===== config.mk =====
export PLATFORM = sky130hd
export DESIGN_NAME = uart_tx_rx_core
export DESIGN_NICKNAME = d
export VERILOG_FILES = /design/src/hdl/uart_pkg.sv /design/src/hdl/uart_tick_if.sv /design/src/hdl/uart_tx_rx_core.sv /design/src/hdl/uart_sync2.sv /design/src/hdl/uart_baud.sv
export SDC_FILE = /design/constraint.sdc
export NUM_CORES = 1
export LEC_CHECK = 0
export BUFFER_PORTS_ARGS = -buffer_cell sky130_fd_sc_hd__buf_2
export CORE_MARGIN = 5
export CORE_UTILIZATION = 40
export CTS_CLUSTER_SIZE = 24
export DETAILED_ROUTE_END_ITERATION = 6
export GPL_TIMING_DRIVEN = 0
export PLACE_DENSITY_LB_ADDON = 0.3
export SLEW_MARGIN = 20
export SYNTH_ARGS = -nofsm -noshare
export SYNTH_HDL_FRONTEND = slang
export SYNTH_SLANG_ARGS = --single-unit
export TNS_END_PERCENT = 10

===== constraint.sdc =====
create_clock -name aclk -period 5.9 [get_ports aclk]
set_input_delay 0.295 -clock aclk [delete_from_list [all_inputs] [get_ports aclk]]
set_output_delay 0.295 -clock aclk [all_outputs]
set_load 0.05 [all_outputs]

===== src/hdl/uart_pkg.sv =====
// Purpose: Constants, register map, frame states and parity helper for the transceiver
// Assumes: One 125 MHz core clock and a synchronous active-low reset
// Notes: Shared by the core, the bit-rate generator and the bench
// Contract
// - Flag parity mismatch of last byte
// - Keep parity-faulted byte readable
// - Flag framing fault on low stop bit
// - Drop byte on framing fault
// - Single clock, synchronous active-low reset
// - Oversample tick every divisor plus one
// - One-times and eight-times ticks, same divisor
// - Receive enable starts start-bit watch
// - Enables may drop at any cycle
// - Byte taken when valid and ready
// - Ready only when enabled and idle
// - Parity mode: none, odd, even
// - Frame mode: one or two stops
// - Data bits least significant first
// - Byte leaves when valid and ready
package uart_pkg;
	// Core clock and reset figures
	localparam int unsigned CLK_HZ = 125_000_000;
	localparam int unsigned CLK_PERIOD_NS = 8;
	localparam int unsigned RST_HOLD_CYC = 8; // Least reset hold the controller must give
	// Bit-rate generator
	localparam int unsigned DIV_W = 16;
	localparam logic [15:0] DIV_RST = 16'h0001; // Fastest legal rate
	localparam logic [2:0] PH_SAMPLE = 3'h3; // Fourth oversample tick is mid-bit
	localparam logic [2:0] PH_LAST = 3'h7; // Eighth tick closes a bit
	localparam logic [2:0] BIT_LAST = 3'h7; // Eight data bits per frame
	// Register bus
	localparam int unsigned AXI_AW = 8;
	localparam logic [7:0] OFS_CTRL = 8'h00;
	localparam logic [7:0] OFS_DIV = 8'h04;
	localparam logic [7:0] OFS_STAT = 8'h08;
	localparam logic [1:0] RESP_OKAY = 2'h0;
	localparam logic [1:0] RESP_SLVERR = 2'h2;
	// Control register fields
	localparam int unsigned CTRL_W = 5;
	localparam int unsigned CTRL_TX_EN = 0;
	localparam int unsigned CTRL_RX_EN = 1;
	localparam int unsigned CTRL_PAR_LSB = 2;
	localparam int unsigned CTRL_FRAME = 4;
	localparam logic [4:0] CTRL_RST = 5'h00;
	// Status register fields
	localparam int unsigned STAT_W = 5;
	localparam int unsigned STAT_TX_RDY = 0;
	localparam int unsigned STAT_RX_VLD = 1;
	localparam int unsigned STAT_PERR = 2;
	localparam int unsigned STAT_FERR = 3;
	localparam int unsigned STAT_TX_BUSY = 4;
	// Line format codes
	localparam logic [1:0] PAR_ODD = 2'h1;
	localparam logic [1:0] PAR_EVEN = 2'h3;
	localparam logic FRAME_TWO_STOP = 1'h1;

	// Frame position, shared by both directions
	typedef enum logic [2:0] {
		ST_IDLE = 3'b000,
		ST_START = 3'b001,
		ST_DATA = 3'b010,
		ST_PAR = 3'b011,
		ST_STOP1 = 3'b100,
		ST_STOP2 = 3'b101
	} frame_st_t;

	// Parity bit for a byte; mode PAR_EVEN picks even, any other code odd
	function automatic logic par_bit(input logic [7:0] d, input logic [1:0] mode);
		return (mode == PAR_EVEN) ? ^d : ~^d;
	endfunction
endpackage


===== src/hdl/uart_tick_if.sv =====
// Purpose: Bundle between the core and its bit-rate generator
// Assumes: Both ends on the core clock
// Notes: Ticks are single-cycle strobes
`timescale 1ns/10ps
`default_nettype none
interface uart_tick_if;
	logic [15:0] div; // Divisor, one tick per div+1 cycles
	logic tx_run; // Transmit frame under way
	logic rx_run; // Receive frame under way
	logic tick_tx; // One-times bit strobe
	logic tick_rx; // Eight-times sample strobe
	modport gen (input div, input tx_run, input rx_run, output tick_tx, output tick_rx);
	modport core (output div, output tx_run, output rx_run, input tick_tx, input tick_rx);
endinterface
`default_nettype wire


===== src/hdl/uart_tx_rx_core.sv =====
// Purpose: Full-duplex serial transceiver with AXI4-Lite control and status registers
// Assumes: Single 125 MHz clock; rx_line is asynchronous to it
// Notes: No FIFOs, no interrupts, no break characters
//
// The AXI4-Lite slave port and the register addresses were chosen for this implementation.
`timescale 1ns/10ps
`default_nettype none
module uart_tx_rx_core
	import uart_pkg::*;
(
	// Clock and reset
	input wire logic aclk,
	input wire logic aresetn,
	// AXI4-Lite write address
	input wire logic [AXI_AW-1:0] s_axi_awaddr,
	input wire logic s_axi_awvalid,
	output logic s_axi_awready,
	// AXI4-Lite write data
	input wire logic [31:0] s_axi_wdata,
	input wire logic [3:0] s_axi_wstrb,
	input wire logic s_axi_wvalid,
	output logic s_axi_wready,
	// AXI4-Lite write response
	output logic [1:0] s_axi_bresp,
	output logic s_axi_bvalid,
	input wire logic s_axi_bready,
	// AXI4-Lite read address
	input wire logic [AXI_AW-1:0] s_axi_araddr,
	input wire logic s_axi_arvalid,
	output logic s_axi_arready,
	// AXI4-Lite read data
	output logic [31:0] s_axi_rdata,
	output logic [1:0] s_axi_rresp,
	output logic s_axi_rvalid,
	input wire logic s_axi_rready,
	// Transmit byte stream
	input wire logic [7:0] tx_data,
	input wire logic tx_valid,
	output logic tx_ready,
	// Receive byte stream
	output logic [7:0] rx_data,
	output logic rx_valid,
	input wire logic rx_ready,
	// Error status of the last frame
	output logic parity_err,
	output logic frame_err,
	// Serial line
	output logic tx_line,
	input wire logic rx_line
);
	// Register bus state
	logic aw_got_q; // Write address held
	logic w_got_q; // Write data held
	logic [AXI_AW-1:0] awaddr_q;
	logic [31:0] wdata_q;
	logic [3:0] wstrb_q;
	logic bvalid_q;
	logic [1:0] bresp_q;
	logic rvalid_q;
	logic [1:0] rresp_q;
	logic [31:0] rdata_q;
	logic wr_go; // Both halves of a write present
	logic [31:0] wr_val; // Register value after byte-lane merge
	// Software-visible registers
	logic [CTRL_W-1:0] ctrl_q; // Enables, parity, frame mode
	logic [DIV_W-1:0] div_q; // Bit-rate divisor
	logic [STAT_W-1:0] stat_w; // Live status view
	// Decoded configuration
	logic tx_en;
	logic rx_en;
	logic [1:0] par_mode;
	logic par_en;
	logic two_stop;
	// Transmitter
	frame_st_t tx_st_q;
	logic [7:0] tx_sh_q; // Outgoing shifter
	logic [2:0] tx_bit_q; // Data bit index
	logic tx_par_q; // Parity of the byte in flight
	logic tx_line_q; // Registered line level
	logic tx_take; // Byte handshake this cycle
	// Receiver
	frame_st_t rx_st_q;
	logic rx_s; // Synchronised line
	logic [2:0] rx_ph_q; // Oversample phase in bit
	logic [2:0] rx_bit_q; // Data bit index
	logic [7:0] rx_sh_q; // Incoming shifter
	logic rx_par_q; // Sampled parity bit
	logic rx_stop_bad_q; // First of two stop bits was low
	logic [7:0] rx_data_q;
	logic rx_valid_q;
	logic perr_q;
	logic ferr_q;
	logic rx_smp; // Mid-bit sample strobe
	logic rx_end; // End-of-bit strobe
	logic rx_done; // Last stop bit sampled
	logic rx_bad; // Any stop bit low
	logic perr_d; // Parity check result

	uart_tick_if tk ();

	// Line synchroniser
	uart_sync2 u_sync (
		.aclk(aclk),
		.aresetn(aresetn),
		.din(rx_line),
		.dout(rx_s)
	);

	// Bit-rate generator
	uart_baud u_baud (
		.aclk(aclk),
		.aresetn(aresetn),
		.tk(tk.gen)
	);

	// Word address of a byte address
	function automatic logic [AXI_AW-1:0] word_of(input logic [AXI_AW-1:0] a);
		return {a[AXI_AW-1:2], 2'h0};
	endfunction

	// Mapped register test, used by both channels
	function automatic logic reg_hit(input logic [AXI_AW-1:0] a);
		return (word_of(a) == OFS_CTRL) || (word_of(a) == OFS_DIV) || (word_of(a) == OFS_STAT);
	endfunction

	// Register read mux; unused bits read zero
	function automatic logic [31:0] reg_read(input logic [AXI_AW-1:0] a);
		logic [31:0] v;
		v = 32'h0000_0000;
		case (word_of(a))
			OFS_CTRL: v[CTRL_W-1:0] = ctrl_q;
			OFS_DIV: v[DIV_W-1:0] = div_q;
			OFS_STAT: v[STAT_W-1:0] = stat_w;
			default: v = 32'h0000_0000;
		endcase
		return v;
	endfunction

	// Merge new bytes into the old word by strobe
	function automatic logic [31:0] strb_merge(input logic [31:0] old, input logic [31:0] nw,
		input logic [3:0] st);
		logic [31:0] v;
		v = old;
		for (int i = 0; i < 4; i++) begin
			if (st[i]) begin
				v[8*i +: 8] = nw[8*i +: 8];
			end
		end
		return v;
	endfunction

	// Configuration fields
	assign tx_en = ctrl_q[CTRL_TX_EN];
	assign rx_en = ctrl_q[CTRL_RX_EN];
	assign par_mode = ctrl_q[CTRL_PAR_LSB +: 2];
	// low bit zero means no parity
	assign par_en = par_mode[0];
	assign two_stop = (ctrl_q[CTRL_FRAME] == FRAME_TWO_STOP);
	assign tk.div = div_q;

	// Status view
	always_comb begin
		stat_w = '0;
		stat_w[STAT_TX_RDY] = tx_ready;
		stat_w[STAT_RX_VLD] = rx_valid_q;
		stat_w[STAT_PERR] = perr_q;
		stat_w[STAT_FERR] = ferr_q;
		stat_w[STAT_TX_BUSY] = (tx_st_q != ST_IDLE);
	end

	// Address and data are taken in either order; nothing new until the response leaves
	assign s_axi_awready = !aw_got_q && !bvalid_q;
	assign s_axi_wready = !w_got_q && !bvalid_q;
	assign wr_go = aw_got_q && w_got_q && !bvalid_q;
	// Process form, so the merge also follows register changes seen inside the read function
	always_comb begin
		wr_val = strb_merge(reg_read(awaddr_q), wdata_q, wstrb_q);
	end

	// Write address holder
	always_ff @(posedge aclk) begin
		if (!aresetn) begin
			aw_got_q <= 1'b0;
			awaddr_q <= '0;
		end else if (s_axi_awvalid && s_axi_awready) begin
			aw_got_q <= 1'b1;
			awaddr_q <= s_axi_awaddr;
		end else if (wr_go) begin
			aw_got_q <= 1'b0;
		end
	end

	// Write data holder
	always_ff @(posedge aclk) begin
		if (!aresetn) begin
			w_got_q <= 1'b0;
			wdata_q <= 32'h0000_0000;
			wstrb_q <= 4'h0;
		end else if (s_axi_wvalid && s_axi_wready) begin
			w_got_q <= 1'b1;
			wdata_q <= s_axi_wdata;
			wstrb_q <= s_axi_wstrb;
		end else if (wr_go) begin
			w_got_q <= 1'b0;
		end
	end

	// Write response; unmapped words answer with an error
	always_ff @(posedge aclk) begin
		if (!aresetn) begin
			bvalid_q <= 1'b0;
			bresp_q <= RESP_OKAY;
		end else if (wr_go) begin
			bvalid_q <= 1'b1;
			bresp_q <= reg_hit(awaddr_q) ? RESP_OKAY : RESP_SLVERR;
		end else if (bvalid_q && s_axi_bready) begin
			bvalid_q <= 1'b0;
		end
	end
	assign s_axi_bvalid = bvalid_q;
	assign s_axi_bresp = bresp_q;

	// Writable registers; status writes are ignored
	always_ff @(posedge aclk) begin
		if (!aresetn) begin
			ctrl_q <= CTRL_RST;
			div_q <= DIV_RST;
		end else if (wr_go) begin
			if (word_of(awaddr_q) == OFS_CTRL) begin
				ctrl_q <= wr_val[CTRL_W-1:0];
			end
			if (word_of(awaddr_q) == OFS_DIV) begin
				div_q <= wr_val[DIV_W-1:0];
			end
		end
	end

	// Read channel, one read in flight
	assign s_axi_arready = !rvalid_q;
	always_ff @(posedge aclk) begin
		if (!aresetn) begin
			rvalid_q <= 1'b0;
			rresp_q <= RESP_OKAY;
			rdata_q <= 32'h0000_0000;
		end else if (s_axi_arvalid && s_axi_arready) begin
			rvalid_q <= 1'b1;
			rresp_q <= reg_hit(s_axi_araddr) ? RESP_OKAY : RESP_SLVERR;
			rdata_q <= reg_read(s_axi_araddr);
		end else if (rvalid_q && s_axi_rready) begin
			rvalid_q <= 1'b0;
		end
	end
	assign s_axi_rvalid = rvalid_q;
	assign s_axi_rresp = rresp_q;
	assign s_axi_rdata = rdata_q;

	assign tx_ready = tx_en && (tx_st_q == ST_IDLE);
	assign tx_take = tx_valid && tx_ready;
	assign tk.tx_run = (tx_st_q != ST_IDLE);
	assign tx_line = tx_line_q;

	// Transmit sequencer; the start bit begins on the handshake, each later bit change waits for the one-times tick
	always_ff @(posedge aclk) begin
		if (!aresetn || !tx_en) begin
			tx_st_q <= ST_IDLE;
			tx_line_q <= 1'b1;
			tx_sh_q <= 8'h00;
			tx_bit_q <= 3'h0;
			tx_par_q <= 1'b0;
		end else begin
			case (tx_st_q)
				ST_IDLE: begin
					if (tx_take) begin
						tx_st_q <= ST_START;
						tx_line_q <= 1'b0;
						tx_sh_q <= tx_data;
						tx_par_q <= par_bit(tx_data, par_mode);
					end
				end
				ST_START: begin
					if (tk.tick_tx) begin
						tx_st_q <= ST_DATA;
						tx_line_q <= tx_sh_q[0];
						tx_bit_q <= 3'h0;
					end
				end
				ST_DATA: begin
					if (tk.tick_tx) begin
						if (tx_bit_q == BIT_LAST) begin
							tx_st_q <= par_en ? ST_PAR : ST_STOP1;
							tx_line_q <= par_en ? tx_par_q : 1'b1;
						end else begin
							tx_bit_q <= 3'(tx_bit_q + 3'h1);
							tx_sh_q <= {1'b0, tx_sh_q[7:1]};
							tx_line_q <= tx_sh_q[1];
						end
					end
				end
				ST_PAR: begin
					if (tk.tick_tx) begin
						tx_st_q <= ST_STOP1;
						tx_line_q <= 1'b1;
					end
				end
				ST_STOP1: begin
					if (tk.tick_tx) begin
						tx_st_q <= two_stop ? ST_STOP2 : ST_IDLE;
					end
				end
				ST_STOP2: begin
					if (tk.tick_tx) begin
						tx_st_q <= ST_IDLE;
					end
				end
				default: begin
					tx_st_q <= ST_IDLE;
					tx_line_q <= 1'b1;
				end
			endcase
		end
	end

	assign rx_smp = tk.tick_rx && (rx_ph_q == PH_SAMPLE);
	assign rx_end = tk.tick_rx && (rx_ph_q == PH_LAST);
	assign tk.rx_run = (rx_st_q != ST_IDLE);
	// Frame closes at mid-stop, leaving half a bit to catch the next start
	assign rx_done = rx_smp && (((rx_st_q == ST_STOP1) && !two_stop) || (rx_st_q == ST_STOP2));
	// any low stop is a fault
	assign rx_bad = !rx_s || ((rx_st_q == ST_STOP2) && rx_stop_bad_q);
	assign perr_d = par_en && (rx_par_q != par_bit(rx_sh_q, par_mode));

	// Receive sequencer
	always_ff @(posedge aclk) begin
		if (!aresetn || !rx_en) begin
			rx_st_q <= ST_IDLE;
			rx_ph_q <= 3'h0;
			rx_bit_q <= 3'h0;
			rx_sh_q <= 8'h00;
			rx_par_q <= 1'b0;
			rx_stop_bad_q <= 1'b0;
		end else begin
			if (rx_st_q == ST_IDLE) begin
				rx_ph_q <= 3'h0;
			end else if (tk.tick_rx) begin
				rx_ph_q <= 3'(rx_ph_q + 3'h1);
			end
			case (rx_st_q)
				ST_IDLE: begin
					if (!rx_s) begin
						rx_st_q <= ST_START;
					end
				end
				ST_START: begin
					// A start that is high at mid-bit was a glitch
					if (rx_smp && rx_s) begin
						rx_st_q <= ST_IDLE;
					end else if (rx_end) begin
						rx_st_q <= ST_DATA;
						rx_bit_q <= 3'h0;
					end
				end
				ST_DATA: begin
					if (rx_smp) begin
						rx_sh_q <= {rx_s, rx_sh_q[7:1]};
					end
					if (rx_end) begin
						if (rx_bit_q == BIT_LAST) begin
							rx_st_q <= par_en ? ST_PAR : ST_STOP1;
						end else begin
							rx_bit_q <= 3'(rx_bit_q + 3'h1);
						end
					end
				end
				ST_PAR: begin
					if (rx_smp) begin
						rx_par_q <= rx_s;
					end
					if (rx_end) begin
						rx_st_q <= ST_STOP1;
					end
				end
				ST_STOP1: begin
					if (rx_smp && !two_stop) begin
						rx_st_q <= ST_IDLE;
					end else if (rx_smp) begin
						rx_stop_bad_q <= !rx_s;
					end else if (rx_end && two_stop) begin
						rx_st_q <= ST_STOP2;
					end
				end
				ST_STOP2: begin
					if (rx_smp) begin
						rx_st_q <= ST_IDLE;
					end
				end
				default: begin
					rx_st_q <= ST_IDLE;
				end
			endcase
		end
	end

	// Received byte hand-off; a new byte overwrites an unread one
	// stop fault withholds valid
	always_ff @(posedge aclk) begin
		if (!aresetn || !rx_en) begin
			rx_valid_q <= 1'b0;
			rx_data_q <= 8'h00;
		end else if (rx_done && !rx_bad) begin
			rx_valid_q <= 1'b1;
			rx_data_q <= rx_sh_q;
		end else if (rx_valid_q && rx_ready) begin
			rx_valid_q <= 1'b0;
		end
	end
	assign rx_valid = rx_valid_q;
	assign rx_data = rx_data_q;

	// flags change only at frame end, and clear on reset or when receive is disabled
	always_ff @(posedge aclk) begin
		if (!aresetn || !rx_en) begin
			perr_q <= 1'b0;
			ferr_q <= 1'b0;
		end else if (rx_done) begin
			perr_q <= perr_d;
			ferr_q <= rx_bad;
		end
	end
	assign parity_err = perr_q;
	assign frame_err = ferr_q;
endmodule
`default_nettype wire


===== src/hdl/uart_sync2.sv =====
// Purpose: Two-stage synchroniser for the serial input
// Assumes: Input is asynchronous to aclk
// Notes: Resets to the idle-high line level
`timescale 1ns/10ps
`default_nettype none
module uart_sync2 (
	// Clock and reset
	input wire logic aclk,
	input wire logic aresetn,
	// Line in, synchronised line out
	input wire logic din,
	output logic dout
);
	logic meta_q; // Only the second stage reads this
	logic sync_q; // Safe copy of the line

	always_ff @(posedge aclk) begin
		if (!aresetn) begin
			meta_q <= 1'b1;
			sync_q <= 1'b1;
		end else begin
			meta_q <= din;
			sync_q <= meta_q;
		end
	end
	assign dout = sync_q;
endmodule
`default_nettype wire


===== src/hdl/uart_baud.sv =====
// Purpose: Bit-rate generator with separate transmit and receive prescalers
// Assumes: Divisor stays stable while a direction runs
// Notes: Each prescaler restarts with its frame, so bit edges line up with the frame start
`timescale 1ns/10ps
`default_nettype none
module uart_baud
	import uart_pkg::*;
(
	// Clock and reset
	input wire logic aclk,
	input wire logic aresetn,
	// Run requests in, ticks out
	uart_tick_if.gen tk
);
	logic [DIV_W-1:0] tx_cnt_q; // Transmit prescaler
	logic [2:0] tx_ph_q; // Sub-ticks toward a whole bit
	logic [DIV_W-1:0] rx_cnt_q; // Receive prescaler
	logic [DIV_W-1:0] gap_q; // Cycles since last receive tick, for checking
	logic tx_sub; // Transmit-side eighth of a bit

	assign tx_sub = (tx_cnt_q == tk.div);
	assign tk.tick_tx = tx_sub && (tx_ph_q == PH_LAST);
	assign tk.tick_rx = (rx_cnt_q == tk.div);

	always_ff @(posedge aclk) begin
		if (!aresetn || !tk.tx_run) begin
			tx_cnt_q <= '0;
			tx_ph_q <= '0;
		end else if (tx_sub) begin
			tx_cnt_q <= '0;
			tx_ph_q <= 3'(tx_ph_q + 3'h1);
		end else begin
			tx_cnt_q <= DIV_W'(tx_cnt_q + 1'b1);
		end
	end

	// Receive prescaler, held clear while no frame is seen
	always_ff @(posedge aclk) begin
		if (!aresetn || !tk.rx_run || tk.tick_rx) begin
			rx_cnt_q <= '0;
		end else begin
			rx_cnt_q <= DIV_W'(rx_cnt_q + 1'b1);
		end
	end

	// Interval model seen only by the checks; it wraps on its own count, not on the tick
	always_ff @(posedge aclk) begin
		if (!aresetn || !tk.rx_run || (gap_q == tk.div)) begin
			gap_q <= '0;
		end else begin
			gap_q <= DIV_W'(gap_q + 1'b1);
		end
	end
endmodule
`default_nettype wire


# --- After elaboration in Yosys (flattened, before gate mapping) ---
# Index checks and enable logic that the tools add are counted.
word_totals:
  ff_bits: 154
  elab_cells: 226
  out_inout_bits: 54
  inputBits: 70
classes:
  bitwise: 2
  eq_ne: 44
  reduce_logical: 81
  n_addsub: 6
  mux: 59
ops:
  columns: ["op", "n"]
  rows:
  - ["2-to-1 mux 3 bit", 25]
  - ["2-to-1 mux 8 bit", 5]
  - ["!= test 2 bit (second input constant)", 18]
  - ["case mux 3 bit (6 select lines)", 2]
  - ["adder 16 x 1 -> 16 bit (second input constant)", 2]
  - ["equality test 16 bit", 2]
  - ["equality test 3 bit (second input constant)", 8]
  - ["logical AND 1 bit", 23]
  - ["2-to-1 mux 11 bit", 2]
  - ["2-to-1 mux 1 bit", 17]
  - ["case mux 8 bit (2 select lines)", 1]
  - ["nonzero test 2 bit", 8]
  - ["XNOR reduction 8 bit", 2]
  - ["XOR reduction 8 bit", 2]
  - ["equality test 3 x 2 -> 1 bit (second input constant)", 5]
  - ["case mux 5 bit (3 select lines)", 1]
  - ["adder 3 x 1 -> 3 bit (second input constant)", 4]
  - ["equality test 6 x 1 -> 1 bit (second input constant)", 2]
  - ["equality test 6 x 2 -> 1 bit (second input constant)", 2]
  - ["logical NOT 1 bit", 12]
  - ["logical NOT 6 bit", 2]
  - ["case mux 3 bit (2 select lines)", 2]
  - ["logical OR 1 bit", 11]
  - ["AND reduction 2 bit", 5]
  - ["18 further kinds", 29]

# --- Depth between registers and ports, before layout ---
# Gate-level depths: netlist (run 1).
logic_depth:
  ltp_word: 7
  mapped_depth: 9
  ltp_nobuf: 8

# --- Modules after synthesis ---
# A second synthesis (run 1) with hierarchy kept.
unflattened:
  cells_unflattened: 808
  hier_area_um2: 7209.4
by_module_without_submodules:
  columns: ["module", "area_each_um2", "instances", "cells_each", "seq_area_each_um2"]
  rows:
  - ["uart_tx_rx_core", 5227.5, 1, 589, 2262.2]
  - ["uart_baud", 1929.4, 1, 215, 700.7]
  - ["uart_sync2", 52.6, 1, 4, 40.0]

# --- Worst setup path before layout (run 1) ---
# No wires, ideal clock.
synth_path:
  kind: "register to register"
  from: "register bvalid_q (netlist: s_axi_bvalid)"
  to: "register wdata_q[10]"
  t_required_ns: 5.824
  setup_time_ns: 0.076
  synth_period_minus_slack_ns: 2.309
  path_buffers: 2
  stages_incl_launch_ff: 7
  t_arrival_ns: 2.233
  setup_slack_ns: 3.591
  cell_sequence: "dfxtp_1 -> nor2_1 -> and2_1 -> clkbuf_1 -> clkbuf_1 -> nand2_1 -> a21boi_0"
synth_between:
  elab_chain_cells: 3
synth_lines:
  columns: ["element", "line", "text"]
  rows:
  - ["start, declared", "uart_tx_rx_core.sv:57", "logic bvalid_q;"]
  - ["start signal, assigned", "uart_tx_rx_core.sv:211", "bvalid_q <= 1'b0;"]
  - ["start signal, assigned", "uart_tx_rx_core.sv:214", "bvalid_q <= 1'b1;"]
  - ["start signal, assigned", "uart_tx_rx_core.sv:217", "bvalid_q <= 1'b0;"]
  - ["logical NOT 1 bit", "uart_tx_rx_core.sv:173", "assign s_axi_wready = !w_got_q && !bvalid_q;"]
  - ["logical AND 1 bit", "uart_tx_rx_core.sv:173", null]
  - ["via s_axi_wready", "uart_tx_rx_core.sv:22", "output logic s_axi_wready,"]
  - ["logical AND 1 bit", "uart_tx_rx_core.sv:199", "end else if (s_axi_wvalid && s_axi_wready) begin"]
  - ["end signal, assigned", "uart_tx_rx_core.sv:201", "wdata_q <= s_axi_wdata;"]
  - ["end, declared", "uart_tx_rx_core.sv:55", "logic [31:0] wdata_q;"]
# The timed path passes the listed nets, and every way through them passes these cells.
# A chain may end at the register's enable or synchronous reset.

# --- Final worst setup path (run 1) ---
layout_path:
  from: "register rx_ph_q[0]"
  to: "register rx_st_q[0]"
layout_between:
  elab_chain_cells: 5
  word_cells_on_any_way: 17
  cone_classes: "eq/ne (8); mux (3); reduce/logical (6)"
layout_lines:
  columns: ["element", "line", "text"]
  rows:
  - ["start, declared", "uart_tx_rx_core.sv:84", "logic [2:0] rx_ph_q;"]
  - ["start signal, assigned", "uart_tx_rx_core.sv:345", "rx_ph_q <= 3'(rx_ph_q + 3'h1);"]
  - ["equality test 3 x 2 -> 1 bit / equality test 3 bit (equally long branches)", "uart_tx_rx_core.sv:323, uart_tx_rx_core.sv:324", null]
  - ["logical AND 1 bit, on equally long branches", "uart_tx_rx_core.sv:323, uart_tx_rx_core.sv:324", null]
  - ["logical AND 1 bit, on equally long branches", "uart_tx_rx_core.sv:383, uart_tx_rx_core.sv:355, uart_tx_rx_core.sv:387", null]
  - ["!= test 3 x 1 -> 1 bit (no line) (tied with other cells)", null, null]
  - ["AND reduction 8 bit (no line) / case mux 3 bit (6 select lines) (equally long branches)", null, null]
  - ["end signal, assigned", "uart_tx_rx_core.sv:368", "rx_st_q <= par_en ? ST_PAR : ST_STOP1;"]
  - ["end, declared", "uart_tx_rx_core.sv:82", "frame_st_t rx_st_q;"]
# Parallel ways exist; a longest one is shown, timed or not.

==> results.py, run 1 <==
metrics = {
    "setup_path": {
        "critical_path_class": "register to register",
        "cp.required_ns": 6.22,
        "slowest_delay_ns": 0.54,
        "cp_common_cell": "ha_1",
        "crit_fanout": 8,
        "arrival_ns": 2.82,
        "end_kind": "register",
        "slowest_stage": "nor4_1",
        "crit_path_cell_trace": "ha_1 > ha_1 > clkbuf_1 > inv_1 > nor4_1 > a211o_1 > a221o_1 > mux2_2",
        "start_kind": "register",
    },
    "timing": {
        "slew_headroom_pct": 54.8,
        "holdWs_ns": 0.0551,
        "post-route-period-util_pct": 42.4,
        "max_slew.worst_pin.slew_ns": 0.678,
        "fmaxAchievable_mhz": 400,
        "slew_viol_final": 0,
        "rsz0062_at_grt": "no",
        "hold_viol_final": 0,
        "setup_viol": 0,
        "setup-tns-final_ns": 0,
        "period_needed_ns": 2.50,
        "skew_ns": 0.0119,
    },
    "clock_tree": {
        "clk_latency_ns": 0.43,
        "clock_sinks": 150,
        "cts_tree": "yes",
        "hold_buffers": 0,
        "root_buffer": "clkbuf_16",
        "cts_resized": 0,
        "postCtsSetupBuffers": 0,
        "clk_pin_slew_ns": 0.06,
        "numCtsBuffers": 17,
        "cts_max_level": 4,
        "clockBufferDepth": 2,
    },
    "grt": {
        "grt_pass1_wl_um": 26400,
        "antenna_found_initial": 0,
        "grt_pass1_vias": 5154,
        "gr-usage-all-layers_pct": 16.3,
        "gr-total-overflow": 0,
        "grt_max_degree": 17,
    },
    "drt": {
        "post-route-drc-count": 0,
        "drt_pass1_iterations": 4,
        "wl_um": 16200,
        "initialDrtViolationCount": 255,
        "wl_per_cell_um": 14.2,
        "ant_nets": 0,
        "via_count": 5557,
        "vias_per_cell": 4.87,
    },
    "placement": {
        "gp_congestion": 0.857,
        "placed_area_um2": 7780,
        "dp_hpwl_um": 12100,
        "port_buffers": 82,
    },
    "logic_synthesis": {
        "postSynthCellCount": 784,
        "post-synth-top-count-cell": "dfxtp_1",
        "synth_common_cells": "150 x dfxtp_1, 91 x nand2_1, 83 x nor2_1",
        "netlist.area_leader.share_pct": 42.8,
        "synth_seq_cells": 150,
        "yosys.area.top_type": "dfxtp_1",
        "synth.cell_area_um2": 7020,
        "synth_seq_area_share_pct": 42.8,
        "synthArstFlopShare_pct": 0,
        "ys.flop_type": "dfxtp_1",
        "synth_edf_count": 0,
        "yosys_warnings": 0,
        "synth_cell_types": 52,
        "synth_area_leaders": "dfxtp_1 43%, mux2i_1 9.0%, xnor2_1 7.4%, nand2_1 4.9%, nor2_1 4.4%",
        "syn_avg_cell_area_um2": 8.96,
    },
    "die": {
        "rows": 48,
        "chipHeight_um": 142,
        "dieArea_um2": 20300,
        "ioPinCount": 124,
        "dieWidth_um": 142,
        "initial_core_util_pct": 40.7,
        "core_um2": 17200,
    },
    "pwr": {
        "p_leak_nw": 3.38,
        "power_density_nw_per_um2": 278,
        "peakVddDrop_uv": 218,
    },
    "status": {
        "outcome": "complete, no violations",
    },
    "layout": {
        "drive_gt1_share_pct": 15.6,
        "fill_cells": 1643,
        "syn_to_final_growth_pct": 19.8,
        "seqCellArea_um2": 3000,
        "stdcell_area_um2": 8410,
        "num_antenna_cells": 0,
        "nets": 983,
        "multiInputGateArea_um2": 3750,
    },
    "job": {
        "maxCapViolCount": 0,
    },
    "hold_path": {
        "worstHoldPathType": "input port to register",
    },
}
==> through the flow <==
step / util (%) / cells / worst slack (ns) / total power, mW
global route: 48.8 / 1140 / 3.19 / 2.42
floorplan: - / 801 / 3.59 / 1.16
CTS: 48.8 / 1140 / 3.41 / 2.37
finish: 48.8 / 1140 / 3.40 / 2.34
global placement: 45.1 / 1108 / 3.46 / 1.20
detailed placement: 45.1 / 1108 / 3.40 / 1.20
==> power breakdown <==
part | internal (mW) | leakage, nW | total (mW) | switching (mW)
Clock | 0.733 | 0.309 | 1.16 | 0.427
Combinational | 0.0523 | 1.86 | 0.142 | 0.0898
Sequential | 1.03 | 1.21 | 1.04 | 0.0106
Total | 1.81 | 3.38 | 2.34 | 0.527
==> critical path, delay by kind of cell (launching register included) <==
kind                     cells  cell delay, ns
buffers and inverters        2            0.39
AO/OA/AOI/OAI                2            0.43
multiplexers                 1            0.35
adder cells (fa/ha/maj)      2            0.32
flip-flops                   1            0.35
AND/OR/NAND/NOR              1            0.54
==> routing by layer <==
metal | track usage, % | vias up | part of all wire [%]
li1 | - | 2876 | -
met1 | 22.7 | 2555 | 49
met2 | 24.6 | 103 | 44
met3 | 4.00 | 23 | 4.9
met4 | 6.10 | 0 | 1.9
met5 | 0 | - | 0
==> layout by cell type (no fill, tap or decap), drive strengths merged, types with 9 or more instances in the layout <==
master	count
xor2	15
mux2i	63
dfxtp	150
a21oi	22
a211oi	10
a21boi	21
nor2b	45
xnor2	59
nand4	15
nand2	91
nand2b	12
o21ai	16
conb	18
nor3	9
ha	11
nand3	14
a22oi	16
buf	104
nor2	83
clkbuf	52
inv	17
==> flip-flops by register name, summed over array words and instances, names as in the netlist, 2 cells and up <==
signal / cells
rx_sh_q: 8
tx_bit_q: 3
tx_sh_q: 8
rx_st_q: 3
u_baud.tx_cnt_q: 16
div_q: 16
s_axi_rdata: 16
tx_st_q: 3
awaddr_q: 6
wdata_q: 16
ctrl_q: 5
rx_bit_q: 3
rx_data: 8
u_baud.tx_ph_q: 3
wstrb_q: 2
rx_ph_q: 3
u_baud.rx_cnt_q: 16
==> kinds of logic after synthesis <==
kind of cell / after synthesis / synth area share, %
compound gates: 104 / 10.0
simple gates: 311 / 21.9
flops: 150 / 42.8
fa+ha+maj: 11 / 1.96
xor+xnor: 75 / 9.55
mux: 64 / 9.14
buf+inv: 68 / 4.67
other cells: 1 / 0.0534
==> worst paths after layout <==
check | slack, ns | cells past startpoint | startpoint | end
setup / recovery | 3.40 | 8 | rx_ph_q[0]$_SDFFE_PP0N_ | rx_st_q[0]$_SDFFE_PP0P_
hold / removal | 0.06 | 2 | rx_line | u_sync.meta_q$_SDFF_PN1_
setup reg to reg | 3.40 | 8 | rx_ph_q[0]$_SDFFE_PP0N_ | rx_st_q[0]$_SDFFE_PP0P_
hold reg to reg | 0.42 | 1 | u_sync.meta_q$_SDFF_PN1_ | u_sync.dout$_SDFF_PN1_
==> final cells by class <==
class                   instances  share of cell area (%)
plain buffers                  52                    3.18
clock buffers                  22                    5.52
clock inverters                10                    2.01
inverters                      16                   0.714
multi-input cells             583                    44.6
flip-flops and latches        150                    35.7
well taps                     225                    3.35
repair buffers                 82                    4.88
Note: power is estimated with default switching activity, not from simulation.
==> run 2, diff against run 1 <==
clock period = 2.16 ns   (was 5.9 ns; I/O delays follow)
==> results.py, run 2 (synthesis results as in run 1) <==
metrics = {
    "setup_path": {
        "arrival_ns": 2.40,
        "cp.required_ns": 2.47,
        "critical_path_class": "register to register",
        "end_kind": "register",
        "start_kind": "register",
        "crit_fanout": 7,
    },
    "timing": {
        "skew_ns": 0.0143,
        "hold_viol_final": 0,
        "post-route-period-util_pct": 96.9,
        "slew_headroom_pct": 55.1,
        "worst_slack_ns": 0.0659,
        "holdWs_ns": 0.0455,
        "period_needed_ns": 2.09,
        "setup_viol": 0,
        "slew_viol_final": 0,
        "max_slew.worst_pin.slew_ns": 0.674,
        "rsz0062_at_grt": "yes",
        "fmaxAchievable_mhz": 478,
    },
    "layout": {
        "multiInputGateArea_um2": 3820,
        "num_antenna_cells": 0,
        "final_common_cell": "dfxtp_1",
        "layout_common_cells": "127 x dfxtp_1, 91 x nand2_1, 87 x buf_2",
        "fill_cells": 1596,
        "final_cells": 1173,
        "seqCellArea_um2": 3040,
        "final_util_pct": 51.2,
        "nets": 1016,
        "drive_gt1_share_pct": 19.4,
        "syn_to_final_growth_pct": 25.7,
    },
    "drt": {
        "initialDrtViolationCount": 404,
        "vias_per_cell": 4.85,
        "via_count": 5691,
        "wl_um": 16700,
        "ant_nets": 0,
        "drt_pass1_iterations": 5,
        "post-route-drc-count": 0,
        "wl_per_cell_um": 14.3,
    },
    "clock_tree": {
        "clk_latency_ns": 0.43,
        "clockBufferDepth": 2,
        "clk_pin_slew_ns": 0.06,
        "cts_tree": "yes",
        "root_buffer": "clkbuf_16",
        "cts_max_level": 4,
        "numCtsBuffers": 17,
        "clock_sinks": 150,
    },
    "die": {
        "dieWidth_um": 142,
        "ioPinCount": 124,
        "core_um2": 17200,
        "rows": 48,
        "chipHeight_um": 142,
        "initial_core_util_pct": 40.7,
        "dieArea_um2": 20300,
    },
    "pwr": {
        "p_leak_nw": 3.53,
        "p_total_mw": 6.32,
        "power_density_nw_per_um2": 715,
        "peakVddDrop_uv": 609,
    },
    "hold_path": {
        "worstHoldPathType": "input port to register",
    },
    "status": {
        "outcome": "complete, no violations",
    },
    "grt": {
        "grt_max_degree": 17,
        "gr-usage-all-layers_pct": 17.0,
        "antenna_found_initial": 0,
        "gr-total-overflow": 0,
        "grt_pass1_vias": 5488,
        "grt_pass1_wl_um": 27700,
    },
    "placement": {
        "place_ws_ns": -0.290,
        "dp_hpwl_um": 12100,
        "gp_congestion": 0.851,
        "dp.cells": 1108,
        "port_buffers": 82,
    },
    "job": {
        "maxCapViolCount": 0,
    },
}
## run 2: metrics by stage
stage               TNS (ns)  area (µm²)
floorplan             -0.109        7090
global placement      -10.70        7780
detailed placement    -11.44        7780
CTS                        0        8720
global route          -0.281        8830
finish                     0        8830
## run 2: layout make-up
class	instances	share of cell area, %
buffer	51	3.08
clock buffer	22	5.26
clock inverter	10	1.63
inverter	16	0.680
multi-input combinational	583	43.2
sequential	150	34.5
tap	225	3.19
timing repair buffer	116	8.48
## run 2: worst paths after layout
| check | from | to | slack [ns] | cells past startpoint |
|---|---|---|---|---|
| max | div_q[9]$_SDFFE_PN0P_ | rx_st_q[0]$_SDFFE_PP0P_ | 0.07 | 7 |
| max reg2reg | div_q[9]$_SDFFE_PN0P_ | rx_st_q[0]$_SDFFE_PP0P_ | 0.07 | 7 |
| min reg2reg | u_sync.meta_q$_SDFF_PN1_ | u_sync.dout$_SDFF_PN1_ | 0.44 | 1 |
| min | tx_data[2] | tx_sh_q[2]$_SDFFE_PP0P_ | 0.05 | 3 |
## run 2: worst max-delay path, stage by stage, from the launching register on
cell,delay [ns]
dfxtp_4,0.38
xnor2_1,0.19
nand4_1,0.16
nor4_4,0.31
buf_6,0.17
nor2_1,0.07
a221o_1,0.40
mux2_2,0.30
## run 2: what timing repair did
item / in CTS / in global routing
buffers inserted: 3 / 1
pin swaps: 2 / 7
hold endpoints to repair: 29 / 0
hold buffers: 30 / 0
endpoints found under the setup margin: 64 / 60
resized for setup: 8 / 42
## run 2: where the power goes
| group | internal [mW] | switching, mW | total (mW) |
|---|---|---|---|
| clock | 1.89 | 1.17 | 3.05 |
| sequential | 2.80 | 0.0289 | 2.83 |
| combinational | 0.179 | 0.251 | 0.430 |
| total | 4.87 | 1.45 | 6.32 |
## run 2: layer usage
layer,wire length (µm),vias to the layer above,part of all wire (%),track usage [%]
met5,0,-,0,0
met4,230,0,1.4,6.05
met3,811,18,4.8,3.66
met2,7730,114,46,27.0
met1,7960,2621,48,22.8
li1,-,2938,-,-
